<file path="config.mk">
export PLATFORM = sky130hd
export DESIGN_NAME = cascaded_timer
export DESIGN_NICKNAME = d
export VERILOG_FILES = /design/src/include/cascade_timer_pkg.sv /design/src/osc_prescaler.sv /design/src/cascaded_timer.sv
export VERILOG_INCLUDE_DIRS = /design/src /design/src/include
export SDC_FILE = /design/constraint.sdc
export NUM_CORES = 1
export LEC_CHECK = 0
export CAP_MARGIN = 15
export CELL_PAD_IN_SITES_DETAIL_PLACEMENT = 0
export CELL_PAD_IN_SITES_GLOBAL_PLACEMENT = 2
export CORE_MARGIN = 8
export CORE_UTILIZATION = 40
export DETAILED_ROUTE_END_ITERATION = 16
export DONT_BUFFER_PORTS = 1
export GPL_TIMING_DRIVEN = 0
export PLACE_DENSITY = 0.81
export SETUP_SLACK_MARGIN = 0.3
export SLEW_MARGIN = 0
export SYNTH_ARGS = -nofsm -noshare
export SYNTH_HDL_FRONTEND = slang
export SYNTH_SLANG_ARGS = --single-unit
</file>
<file path="constraint.sdc">
create_clock -name clock_i -period 5.45 [get_ports clock_i]
set_input_delay 0.545 -clock clock_i [delete_from_list [all_inputs] [get_ports clock_i]]
set_output_delay 0.545 -clock clock_i [all_outputs]
set_load 0.1 [all_outputs]
</file>
<file path="src/include/cascade_timer_defs.svh">
// register map, field positions, reset values and prescaler taps of the cascaded interval timer
`ifndef CASCADE_TIMER_DEFS_SVH
`define CASCADE_TIMER_DEFS_SVH

// register addresses on the plain register port
`define ADDR_W 12
`define ADDR_LOW_MODE 12'hfa0
`define ADDR_OUT_ENABLE 12'hfa2
`define ADDR_HIGH_MODE 12'hfa8
`define ADDR_LOW_MATCH 12'hfb0
`define ADDR_HIGH_MATCH 12'hfb4
`define ADDR_LOW_COUNT 12'hfb8
`define ADDR_HIGH_COUNT 12'hfbc
`define ADDR_STATUS 12'hfc0

// mode register fields
`define MODE_SEL_HI 6
`define MODE_SEL_LO 4
`define MODE_START_BIT 3
`define MODE_RUN_BIT 2
`define MODE_OP_HI 1
`define MODE_OP_LO 0
`define MODE_OP_CASCADE 2'h2
`define MODE_RESET 8'h00
`define HIGH_MODE_CASCADE 8'h22

// output enable nibble and status fields
`define OUT_ENABLE_BIT 3
`define STATUS_IRQ_BIT 0
`define STATUS_TOGGLE_BIT 1

// prescaler tap exponents of the main oscillator clock
`define TAP_EXP_FAST 2
`define TAP_EXP_4 4
`define TAP_EXP_6 6
`define TAP_EXP_8 8
`define TAP_EXP_SLOW 10

`endif

</file>
<file path="src/include/cascade_timer_pkg.sv">
// types shared by the cascaded interval timer
package cascade_timer_pkg;

    // count pulse selection codes of the low and high channels
    typedef enum logic [2:0] {
        SEL_EVENT_RISE = 3'h0,
        SEL_EVENT_FALL = 3'h1,
        SEL_LOW_OVERFLOW = 3'h2,
        SEL_DIV_4 = 3'h3,
        SEL_DIV_1024 = 3'h4,
        SEL_DIV_256 = 3'h5,
        SEL_DIV_64 = 3'h6,
        SEL_DIV_16 = 3'h7
    } pulse_sel_t;

    // one-cycle ticks from the prescaler, index order fast to slow
    typedef logic [4:0] tap_ticks_t;

endpackage

</file>
<file path="src/osc_prescaler.sv">
// free-running prescaler giving one-cycle ticks at the main oscillator taps
`timescale 1ns/1ps
`include "cascade_timer_defs.svh"

module osc_prescaler #(
    parameter int DIV_W = `TAP_EXP_SLOW
) (
    input wire logic clock_i,
    input wire logic rst_i,
    output cascade_timer_pkg::tap_ticks_t ticks_o
);

    logic [DIV_W-1:0] div_r;

    // the slowest tap needs every bit of the divider
    if (DIV_W < `TAP_EXP_SLOW) begin : g_check
        $error("osc_prescaler: DIV_W too small for the slowest tap");
    end

    // true when the low k bits of the divider are all ones
    function automatic logic tap_hit(input logic [DIV_W-1:0] cnt, input int k);
        logic hit;
        hit = 1'b1;
        for (int i = 0; i < k; i++) begin
            hit = hit & cnt[i];
        end
        return hit;
    endfunction

    // divider runs from reset onward, never gated
    always_ff @(posedge clock_i) begin
        if (rst_i) begin
            div_r <= '0;
        end else begin
            div_r <= div_r + 1'b1;
        end
    end

    // registered ticks, one cycle wide each
    always_ff @(posedge clock_i) begin
        if (rst_i) begin
            ticks_o <= '0;
        end else begin
            ticks_o[0] <= tap_hit(div_r, `TAP_EXP_FAST);
            ticks_o[1] <= tap_hit(div_r, `TAP_EXP_4);
            ticks_o[2] <= tap_hit(div_r, `TAP_EXP_6);
            ticks_o[3] <= tap_hit(div_r, `TAP_EXP_8);
            ticks_o[4] <= tap_hit(div_r, `TAP_EXP_SLOW);
        end
    end

endmodule // osc_prescaler

</file>
<file path="src/cascaded_timer.sv">
// cascaded 16-bit interval timer and event counter with register port and toggle output
//
// The address-and-strobe port is this design's own decision.
`timescale 1ns/1ps
`include "cascade_timer_defs.svh"

module cascaded_timer #(
    parameter int DATA_W = 8
) (
    input wire logic clock_i,
    input wire logic rst_i,
    input wire logic [`ADDR_W-1:0] addr_i,
    input wire logic [DATA_W-1:0] wdata_i,
    input wire logic write_i,
    input wire logic read_i,
    input wire logic low_event_input_i,
    output logic [DATA_W-1:0] rdata_o,
    output logic timer_irq_flag_o,
    output logic timer_output_pin_o
);

    // the counters and registers are byte wide by construction
    if (DATA_W != 8) begin : g_check
        $error("cascaded_timer: DATA_W must be 8");
    end

    logic [7:0] low_mode_r;
    logic [7:0] high_mode_r;
    logic [7:0] low_match_register_r;
    logic [7:0] high_match_register_r;
    logic [7:0] low_count_register_r;
    logic [7:0] high_count_register_r;
    logic timer_output_enable_r;
    logic toggle_output_flop_r;
    logic timer_irq_flag_r;
    logic evt_sync1_r;
    logic evt_sync2_r;
    logic evt_sync3_r;
    logic evt_level_r;
    cascade_timer_pkg::tap_ticks_t ticks;
    cascade_timer_pkg::pulse_sel_t low_pulse_select_bits;
    cascade_timer_pkg::pulse_sel_t high_pulse_select_bits;
    logic wr_low_mode;
    logic wr_out_enable;
    logic wr_high_mode;
    logic wr_status;
    logic start_req;
    logic count_run_bit;
    logic evt_rise;
    logic evt_fall;
    logic count_pulse;
    logic low_hit;
    logic high_hit;
    logic full_event;
    logic low_overflow;
    logic high_pulse;
    logic [7:0] rdata_nxt;

    // write decode, shared between register and counter processes
    function automatic logic hit_wr(input logic [`ADDR_W-1:0] a, input logic [`ADDR_W-1:0] target);
        return a == target;
    endfunction

    assign wr_low_mode = write_i && hit_wr(addr_i, `ADDR_LOW_MODE);
    assign wr_out_enable = write_i && hit_wr(addr_i, `ADDR_OUT_ENABLE);
    assign wr_high_mode = write_i && hit_wr(addr_i, `ADDR_HIGH_MODE);
    assign wr_status = write_i && hit_wr(addr_i, `ADDR_STATUS);
    assign start_req = wr_low_mode && wdata_i[`MODE_START_BIT];
    assign count_run_bit = low_mode_r[`MODE_RUN_BIT];

    osc_prescaler #(
        .DIV_W(`TAP_EXP_SLOW)
    ) u_prescaler (
        .clock_i(clock_i),
        .rst_i(rst_i),
        .ticks_o(ticks)
    );

    // event pin synchroniser; only the second and third stages are looked at
    always_ff @(posedge clock_i) begin
        if (rst_i) begin
            evt_sync1_r <= 1'b0;
            evt_sync2_r <= 1'b0;
            evt_sync3_r <= 1'b0;
            evt_level_r <= 1'b0;
        end else begin
            evt_sync1_r <= low_event_input_i;
            evt_sync2_r <= evt_sync1_r;
            evt_sync3_r <= evt_sync2_r;
            if (evt_sync2_r == evt_sync3_r) begin
                evt_level_r <= evt_sync3_r;
            end
        end
    end

    // a level change is accepted once two stages agree
    assign evt_rise = (evt_sync2_r == evt_sync3_r) && evt_sync3_r && !evt_level_r;
    assign evt_fall = (evt_sync2_r == evt_sync3_r) && !evt_sync3_r && evt_level_r;

    // count pulse selection; the prohibited code gives no pulse
    assign low_pulse_select_bits = cascade_timer_pkg::pulse_sel_t'(low_mode_r[`MODE_SEL_HI:`MODE_SEL_LO]);
    assign high_pulse_select_bits = cascade_timer_pkg::pulse_sel_t'(high_mode_r[`MODE_SEL_HI:`MODE_SEL_LO]);
    always_comb begin
        count_pulse = 1'b0;
        case (low_pulse_select_bits)
            cascade_timer_pkg::SEL_EVENT_RISE: count_pulse = evt_rise;
            cascade_timer_pkg::SEL_EVENT_FALL: count_pulse = evt_fall;
            cascade_timer_pkg::SEL_DIV_4: count_pulse = ticks[0];
            cascade_timer_pkg::SEL_DIV_1024: count_pulse = ticks[4];
            cascade_timer_pkg::SEL_DIV_256: count_pulse = ticks[3];
            cascade_timer_pkg::SEL_DIV_64: count_pulse = ticks[2];
            cascade_timer_pkg::SEL_DIV_16: count_pulse = ticks[1];
            default: count_pulse = 1'b0;
        endcase
    end

    // comparators run every cycle, independent of the pulse
    assign low_hit = low_count_register_r == low_match_register_r;
    assign high_hit = high_count_register_r == high_match_register_r;
    assign full_event = count_run_bit && count_pulse && low_hit && high_hit;
    assign low_overflow = count_run_bit && count_pulse && (low_count_register_r == 8'hff) && !full_event;
    // resolution comes from the low channel alone; high only sees low overflow
    assign high_pulse = low_overflow && (high_pulse_select_bits == cascade_timer_pkg::SEL_LOW_OVERFLOW);

    // mode registers; the low mode start bit is never stored, so it reads back as zero
    always_ff @(posedge clock_i) begin
        if (rst_i) begin
            low_mode_r <= `MODE_RESET;
            high_mode_r <= `MODE_RESET;
        end else begin
            if (wr_low_mode) begin
                low_mode_r <= wdata_i & ~(8'h01 << `MODE_START_BIT);
            end
            if (wr_high_mode) begin
                high_mode_r <= wdata_i;
            end
        end
    end

    // modulo registers; a new value smaller than the count waits for a wrap
    always_ff @(posedge clock_i) begin
        if (rst_i) begin
            low_match_register_r <= 8'hff;
            high_match_register_r <= 8'hff;
        end else begin
            if (write_i && hit_wr(addr_i, `ADDR_LOW_MATCH)) begin
                low_match_register_r <= wdata_i;
            end
            if (write_i && hit_wr(addr_i, `ADDR_HIGH_MATCH)) begin
                high_match_register_r <= wdata_i;
            end
        end
    end

    // write-only output enable nibble, only bit 3 is implemented
    always_ff @(posedge clock_i) begin
        if (rst_i) begin
            timer_output_enable_r <= 1'b0;
        end else if (wr_out_enable) begin
            timer_output_enable_r <= wdata_i[`OUT_ENABLE_BIT];
        end
    end

    // cascaded count; start clear wins over counting in the same cycle
    always_ff @(posedge clock_i) begin
        if (rst_i) begin
            low_count_register_r <= 8'h00;
            high_count_register_r <= 8'h00;
        end else if (start_req) begin
            low_count_register_r <= 8'h00;
            high_count_register_r <= 8'h00;
        end else if (full_event) begin
            low_count_register_r <= 8'h00;
            high_count_register_r <= 8'h00;
        end else if (count_run_bit && count_pulse) begin
            low_count_register_r <= low_count_register_r + 8'h01;
            if (high_pulse) begin
                high_count_register_r <= high_count_register_r + 8'h01;
            end
        end
    end

    // interrupt flag; a match in the clearing cycle keeps the flag set
    always_ff @(posedge clock_i) begin
        if (rst_i) begin
            timer_irq_flag_r <= 1'b0;
        end else if (full_event) begin
            timer_irq_flag_r <= 1'b1;
        end else if (start_req || (wr_status && wdata_i[`STATUS_IRQ_BIT])) begin
            timer_irq_flag_r <= 1'b0;
        end
    end

    // toggle flop flips on every full match
    always_ff @(posedge clock_i) begin
        if (rst_i) begin
            toggle_output_flop_r <= 1'b0;
        end else if (full_event) begin
            toggle_output_flop_r <= !toggle_output_flop_r;
        end
    end

    // pin driven from a flop so it carries no decode glitches
    always_ff @(posedge clock_i) begin
        if (rst_i) begin
            timer_output_pin_o <= 1'b0;
            timer_irq_flag_o <= 1'b0;
        end else begin
            timer_output_pin_o <= timer_output_enable_r && toggle_output_flop_r;
            timer_irq_flag_o <= timer_irq_flag_r;
        end
    end

    // read mux; unmapped and write-only addresses read as zero
    always_comb begin
        rdata_nxt = 8'h00;
        case (addr_i)
            `ADDR_LOW_MODE: rdata_nxt = low_mode_r;
            `ADDR_HIGH_MODE: rdata_nxt = high_mode_r;
            `ADDR_LOW_MATCH: rdata_nxt = low_match_register_r;
            `ADDR_HIGH_MATCH: rdata_nxt = high_match_register_r;
            `ADDR_LOW_COUNT: rdata_nxt = low_count_register_r;
            `ADDR_HIGH_COUNT: rdata_nxt = high_count_register_r;
            `ADDR_STATUS: rdata_nxt = {6'h00, toggle_output_flop_r, timer_irq_flag_r};
            default: rdata_nxt = 8'h00;
        endcase
    end

    // read data stand only in the cycle after the strobe
    always_ff @(posedge clock_i) begin
        if (rst_i) begin
            rdata_o <= '0;
        end else if (read_i) begin
            rdata_o <= rdata_nxt;
        end else begin
            rdata_o <= '0;
        end
    end
endmodule // cascaded_timer

</file>
# Yosys cells after proc, flatten, opt, wreduce, memory -nomap -nowiden
# Cells that the tools add are included.
[totals] in_bits=25 elab_cells=83 out_inout_bits=10 register_bits=79
[op_classes] add_sub_neg=3 reduce_logical=29 n_bitwise=10 mux=4 n_eq_ne=19
[ops] op="$eq A12 B12 Y1 const B" n=8
[ops] op="$pmux W8 S7" n=1
[ops] op="$logic_and A1 B1 Y1" n=19
[ops] op="$add A8 B1 Y8 const B" n=2
[ops] op="$eq A8 B8 Y1" n=2
[ops] op="$eq A3 B3 Y1 const B" n=4
[ops] op="$add A10 B1 Y10 const B" n=1
[ops] op="$and A1 B1 Y1" n=9
[ops] op="$eq A8 B8 Y1 const B" n=1
[ops] op="$pmux W1 S7" n=1
[ops] op="$eq A3 B2 Y1 const B" n=2
[ops] op="$logic_not A1 Y1" n=4
[ops] op="$eq A3 B1 Y1 const B" n=1
[ops] op="$logic_not A3 Y1" n=1
[ops] op="$reduce_or A3 Y1" n=1
[ops] op="$mux W1" n=2
[ops] op="$reduce_and A2 Y1" n=1
[ops] op="$reduce_bool A2 Y1" n=1
[ops] op="$reduce_or A2 Y1" n=1
[ops] op="$eq A1 B1 Y1" n=1
[ops] op="$logic_or A1 B1 Y1" n=1
[ops] op="$not A1 Y1" n=1

# Logic depth before layout (Yosys ltp)
[depth] ltp_word=11 depth_mapped=10 ltp_nobuf=7

# By module
# From an unflattened synthesis, not the netlist that was laid out.
[hier_totals] hier_cells=416 hier_area_um2=3799.9
[by_module_without_submodules] module="cascaded_timer" instances=1 seq_area_each_um2=1281.2 cells_per_inst=361 area_each_um2=3245.6
[by_module_without_submodules] module="osc_prescaler" instances=1 seq_area_each_um2=300.3 cells_per_inst=55 area_each_um2=554.3

# Worst setup path after synthesis
# No wires, ideal clock.
[synth_path] path_type="input to register" start="input addr_i[3]" end="register low_count_register_r[0]" setup_slack_ns=3.138 n_path_buf=3 setup_time_ns=0.117 stages=8 required_ns=5.333 arrival_time_ns=2.195 cell_sequence="buf_2 -> or3_1 -> nor4_1 -> buf_2 -> a21oi_1 -> o21ai_1 -> buf_2 -> nor2_1"
[synth_via] elab_chain_len=4
[synth_lines] element="start: declaration" line_no="cascaded_timer.sv:12" text="input wire logic [`ADDR_W-1:0] addr_i,"
[synth_lines] element="$eq A12 B12 Y1" line_no="cascaded_timer.sv:61" text="return a == target;"
[synth_lines] element="$logic_and A1 B1 Y1" line_no="cascaded_timer.sv:64" text="assign wr_low_mode = write_i && hit_wr(addr_i, `ADDR_LOW_MODE);"
[synth_lines] element="$logic_and A1 B1 Y1" line_no="cascaded_timer.sv:68" text="assign start_req = wr_low_mode && wdata_i[`MODE_START_BIT];"
[synth_lines] element="$reduce_or A3 Y1 (no source line)"
[synth_lines] element="end signal: assignment" line_no="cascaded_timer.sv:176" text="low_count_register_r <= low_count_register_r + 8'h01;"
[synth_lines] element="end: declaration" line_no="cascaded_timer.sv:31" text="logic [7:0] low_count_register_r;"
# Every way passes these cells.
# A chain may end at the register's enable or synchronous reset.

# Worst setup path in the final report
[layout_path] start="input addr_i[1]" end="register low_match_register_r[5]"
[layout_via] elab_chain_len=2
[layout_lines] element="$eq A12 B12 Y1" line_no="cascaded_timer.sv:61"
[layout_lines] element="$logic_and A1 B1 Y1" line_no="cascaded_timer.sv:146" text="if (write_i && hit_wr(addr_i, `ADDR_LOW_MATCH)) begin"
[layout_lines] element="end signal: assignment" line_no="cascaded_timer.sv:147" text="low_match_register_r <= wdata_i;"
[layout_lines] element="end: declaration" line_no="cascaded_timer.sv:29" text="logic [7:0] low_match_register_r;"
# Every way passes these cells.

==> reports/qor.csv <==
metric,value,unit
fin util,45.2,%
Hold Crit Start,wdata_i[1],
largest net degree at the start of global routing,16,
first-pass GRT wire length,17400,µm
syn_nets,466,
arrival time worst endpoint,2730,ps
Initial Utilization,41.3,%
vias in the first global route,3163,
Hold Crit Class,in2reg,
multi-input logic area,0.00211,mm²
post-CTS sizing,0,
row cnt,35,
die height,114,µm
clk_skew,11.5,ps
vias per cell,5.56,
WP data required,5700,ps
Yosys reg bits,79,
slowest CP cell,nor3_2,
RePlAce Congestion,0.876,
CTS root buf,clkbuf_8,
fraction of registers with async set/reset,0,%
critical-path cell list,nor3b_1 -> nand3_1 -> clkbuf_1 -> nor3_2 -> clkbuf_1 -> nor2b_1 -> a211o_1,
GRT Total Usage,17.4,%
Startpoint Class,input pin,
Horiz. Die Dim,114,µm
Max Cap Viol,0,
clk buf depth,2,
Slew HR,37.4,%
"most used cell, CP",clkbuf_1,
postcts setup bufs,0,
fin. max-slew vios,0,
drt pass-1 iters,5,
Worst-Margin Slew,938,ps
cell area after synthesis,0.00383,mm²
mean area per synthesized cell,8.81,µm²
Fillers,971,
maximum vdd drop,0.111,mV
synthesized instance count,435,
CP Class,in2reg,
CP peak stage delay,540,ps
IO Count,35,
layout cells sized above 1,8.65,%
CP top delay family,simple AND/OR/NAND/NOR gates,
WHS Path Cells,1,
DR WL/cell,19.0,µm
P_leak,1.28,nW
fmax,404,MHz
Final Setup Violations,0,
Final nets,477,
final worst-path cycle share,45.4,%
Ys Warns,0,
htree depth,3,
hpwl dp,8240,µm
WP buf/inv,2,
Final Hold Violating Endpoints,0,
Design Power,1.08,mW
Reg2Reg Depth,7,
Syn-to-layout area delta,9.50,%
Placed Area,0.00399,mm²
Final min period,2470,ps
CP startpoint,addr_i[1],
Post-synth EDFFs,0,
Clock transition at path regs,100,ps
CTS sink count,79,
final cell count without fillers,580,
DRT Wirelength,11000,µm
status,completed,
worst r2r src,low_mode_r[5]$_SDFFE_PP0P_,
gr ovfl total,0,
sequential standard cell area,0.00158,mm²
Finished Cell Area,0.00420,mm²
CTS buffer count,9,
die area,0.0130,mm²
synth unique cells,47,
CTS tree,done,
via count,3227,
core area,0.00928,mm²
worst r2r dst,high_count_register_r[7]$_SDFFE_PP0P_,
clk_lat worst skew,360,ps
initial antenna violation count,0,
dpl cells,564,
DRT antenna net count,0,
Power Dens Cells,257,mW/mm²
"Hold-fix buffers, CTS",0,
Port Buffer Count,0,
Hold EP,low_match_register_r[1]$_SDFFE_PP1P_,
Residual DRC,0,
crit end category,flip-flop,
Starting DRT DRC Count,191,
Setup TNS Final,0,ps
ANT cells,0,
RSZ-0062 raised after global routing,no,
"Top FF cell, synth",dfxtp_1,
r2r setup slk,3030,ps
post-synthesis sequential area ratio,41.3,%
worst-path maximum fanout,10,
==> cell type report <==
cell class	count	area share (%)
Inverter	10	0.895
Tap cell	129	3.85
Buffer	26	2.54
Sequential cell	79	37.7
Clock inverter	7	1.88
Multi-Input combinational cell	320	50.2
Clock buffer	9	2.95
==> worst max-delay path by stage <==
stage          slack, ps  cells after the start                                   end
6_report            2980                      7  low_match_register_r[5]$_SDFFE_PP1P_
5_1_grt             2790                      7  low_match_register_r[4]$_SDFFE_PP1P_
4_1_cts             2990                      7  low_match_register_r[5]$_SDFFE_PP1P_
3_5_place_dp        2610                      7  low_match_register_r[5]$_SDFFE_PP1P_
3_3_place_gp        2650                      7  low_match_register_r[4]$_SDFFE_PP1P_
2_1_floorplan       3140                      8  low_count_register_r[0]$_SDFFE_PP0P_
==> registers in the layout, summed over array words and instances, names as in the netlist <==
| signal | flops |
|---|---|
| evt_level_r | 1 |
| evt_sync1_r | 1 |
| evt_sync2_r | 1 |
| evt_sync3_r | 1 |
| high_count_register_r | 8 |
| high_match_register_r | 8 |
| high_mode_r | 8 |
| low_count_register_r | 8 |
| low_match_register_r | 8 |
| low_mode_r | 7 |
| rdata_o | 8 |
| timer_irq_flag_o | 1 |
| timer_irq_flag_r | 1 |
| timer_output_enable_r | 1 |
| timer_output_pin_o | 1 |
| toggle_output_flop_r | 1 |
| u_prescaler.div_r | 10 |
| u_prescaler.ticks_o | 5 |
==> cell usage after synthesis, drive strengths merged, types with 2 or more instances <==
cell type  instances  area share (%)
mux2              10             2.9
o31ai              4            0.78
clkbuf            19             1.9
nand4              7             1.1
nand4b             4            0.91
and4               3            0.69
or3                9             1.5
xor2              21             4.8
dfxtp             79              41
and3               4            0.65
o211ai             8             1.6
buf                7            0.88
xnor2              4            0.91
nor4              11             2.0
a21oi             29             3.8
ha                 6             2.0
inv               10            0.98
a211o             16             3.7
nor2b             24             3.9
nand3b             3            0.59
o21ai             11             1.4
nand3             17             2.2
nor3              10             1.4
nor3b              3            0.59
a221oi             7             1.6
nand2             37             3.6
mux2i             18             4.7
nand2b             2            0.33
or4                5            0.98
nor2              35             3.4
==> per-stage QoR <==
step | worst slack, ps | hold slack, ps
2_1_floorplan | 3140 | 414
3_3_place_gp | 2650 | 420
3_5_place_dp | 2610 | 426
4_1_cts | 2990 | 290
5_1_grt | 2790 | 284
6_report | 2980 | 295
==> cell families (layout without fill, tap and decap cells) <==
kind of cell | Yosys count | after routing | synth area share, %
fa+ha+maj | 6 | 6 | 1.96
flops | 79 | 79 | 41.3
compound gates | 82 | 82 | 14.6
xor+xnor | 25 | 25 | 5.72
mux | 28 | 28 | 7.64
simple gates | 179 | 179 | 25.1
buf+inv | 36 | 52 | 3.76
==> where the power goes <==
part | internal, mW | total, mW | switching, mW | leakage [nW]
clock | 0.216 | 0.456 | 0.241 | 0.0925
combinational | 0.0149 | 0.0419 | 0.0270 | 0.550
sequential | 0.580 | 0.582 | 0.00182 | 0.638
total | 0.810 | 1.08 | 0.269 | 1.28
==> worst register-to-register path: stages, from the launching register on <==
cell and delay [ps]:
dfxtp_1 520, mux2_2 410, a211oi_2 540, or3_1 180, buf_2 170, buf_2 240
o211ai_1 130, mux2i_1 160
==> layout by cell type (no fill, tap or decap), types with 3 or more instances in the layout <==
cell,instances
inv_1,10
clkinvlp_4,3
a211o_1,16
nor4_1,10
buf_2,6
o31ai_1,4
nand3_1,17
xor2_1,21
clkbuf_8,9
mux2_2,10
nor3b_1,3
nor2b_1,24
nand4_1,7
or4_1,5
nand3b_1,3
o211ai_1,8
mux2i_1,18
a221oi_1,7
o21ai_0,9
and4_1,3
clkbuf_1,18
xnor2_1,4
or3_1,9
and3_1,4
a21oi_1,29
ha_1,6
nand2_1,37
dfxtp_1,79
nor3_1,9
nand4b_1,4
nor2_1,35
==> routing by layer <==
metal | global-route usage (%) | vias up | part of all wire, %
met5 | 0 | - | 0
li1 | - | 1590 | -
met1 | 22.4 | 1555 | 48
met3 | 4.28 | 22 | 4.7
met2 | 27.1 | 60 | 45
met4 | 7.54 | 0 | 2.6
Note: power is estimated with default switching activity, not from simulation.
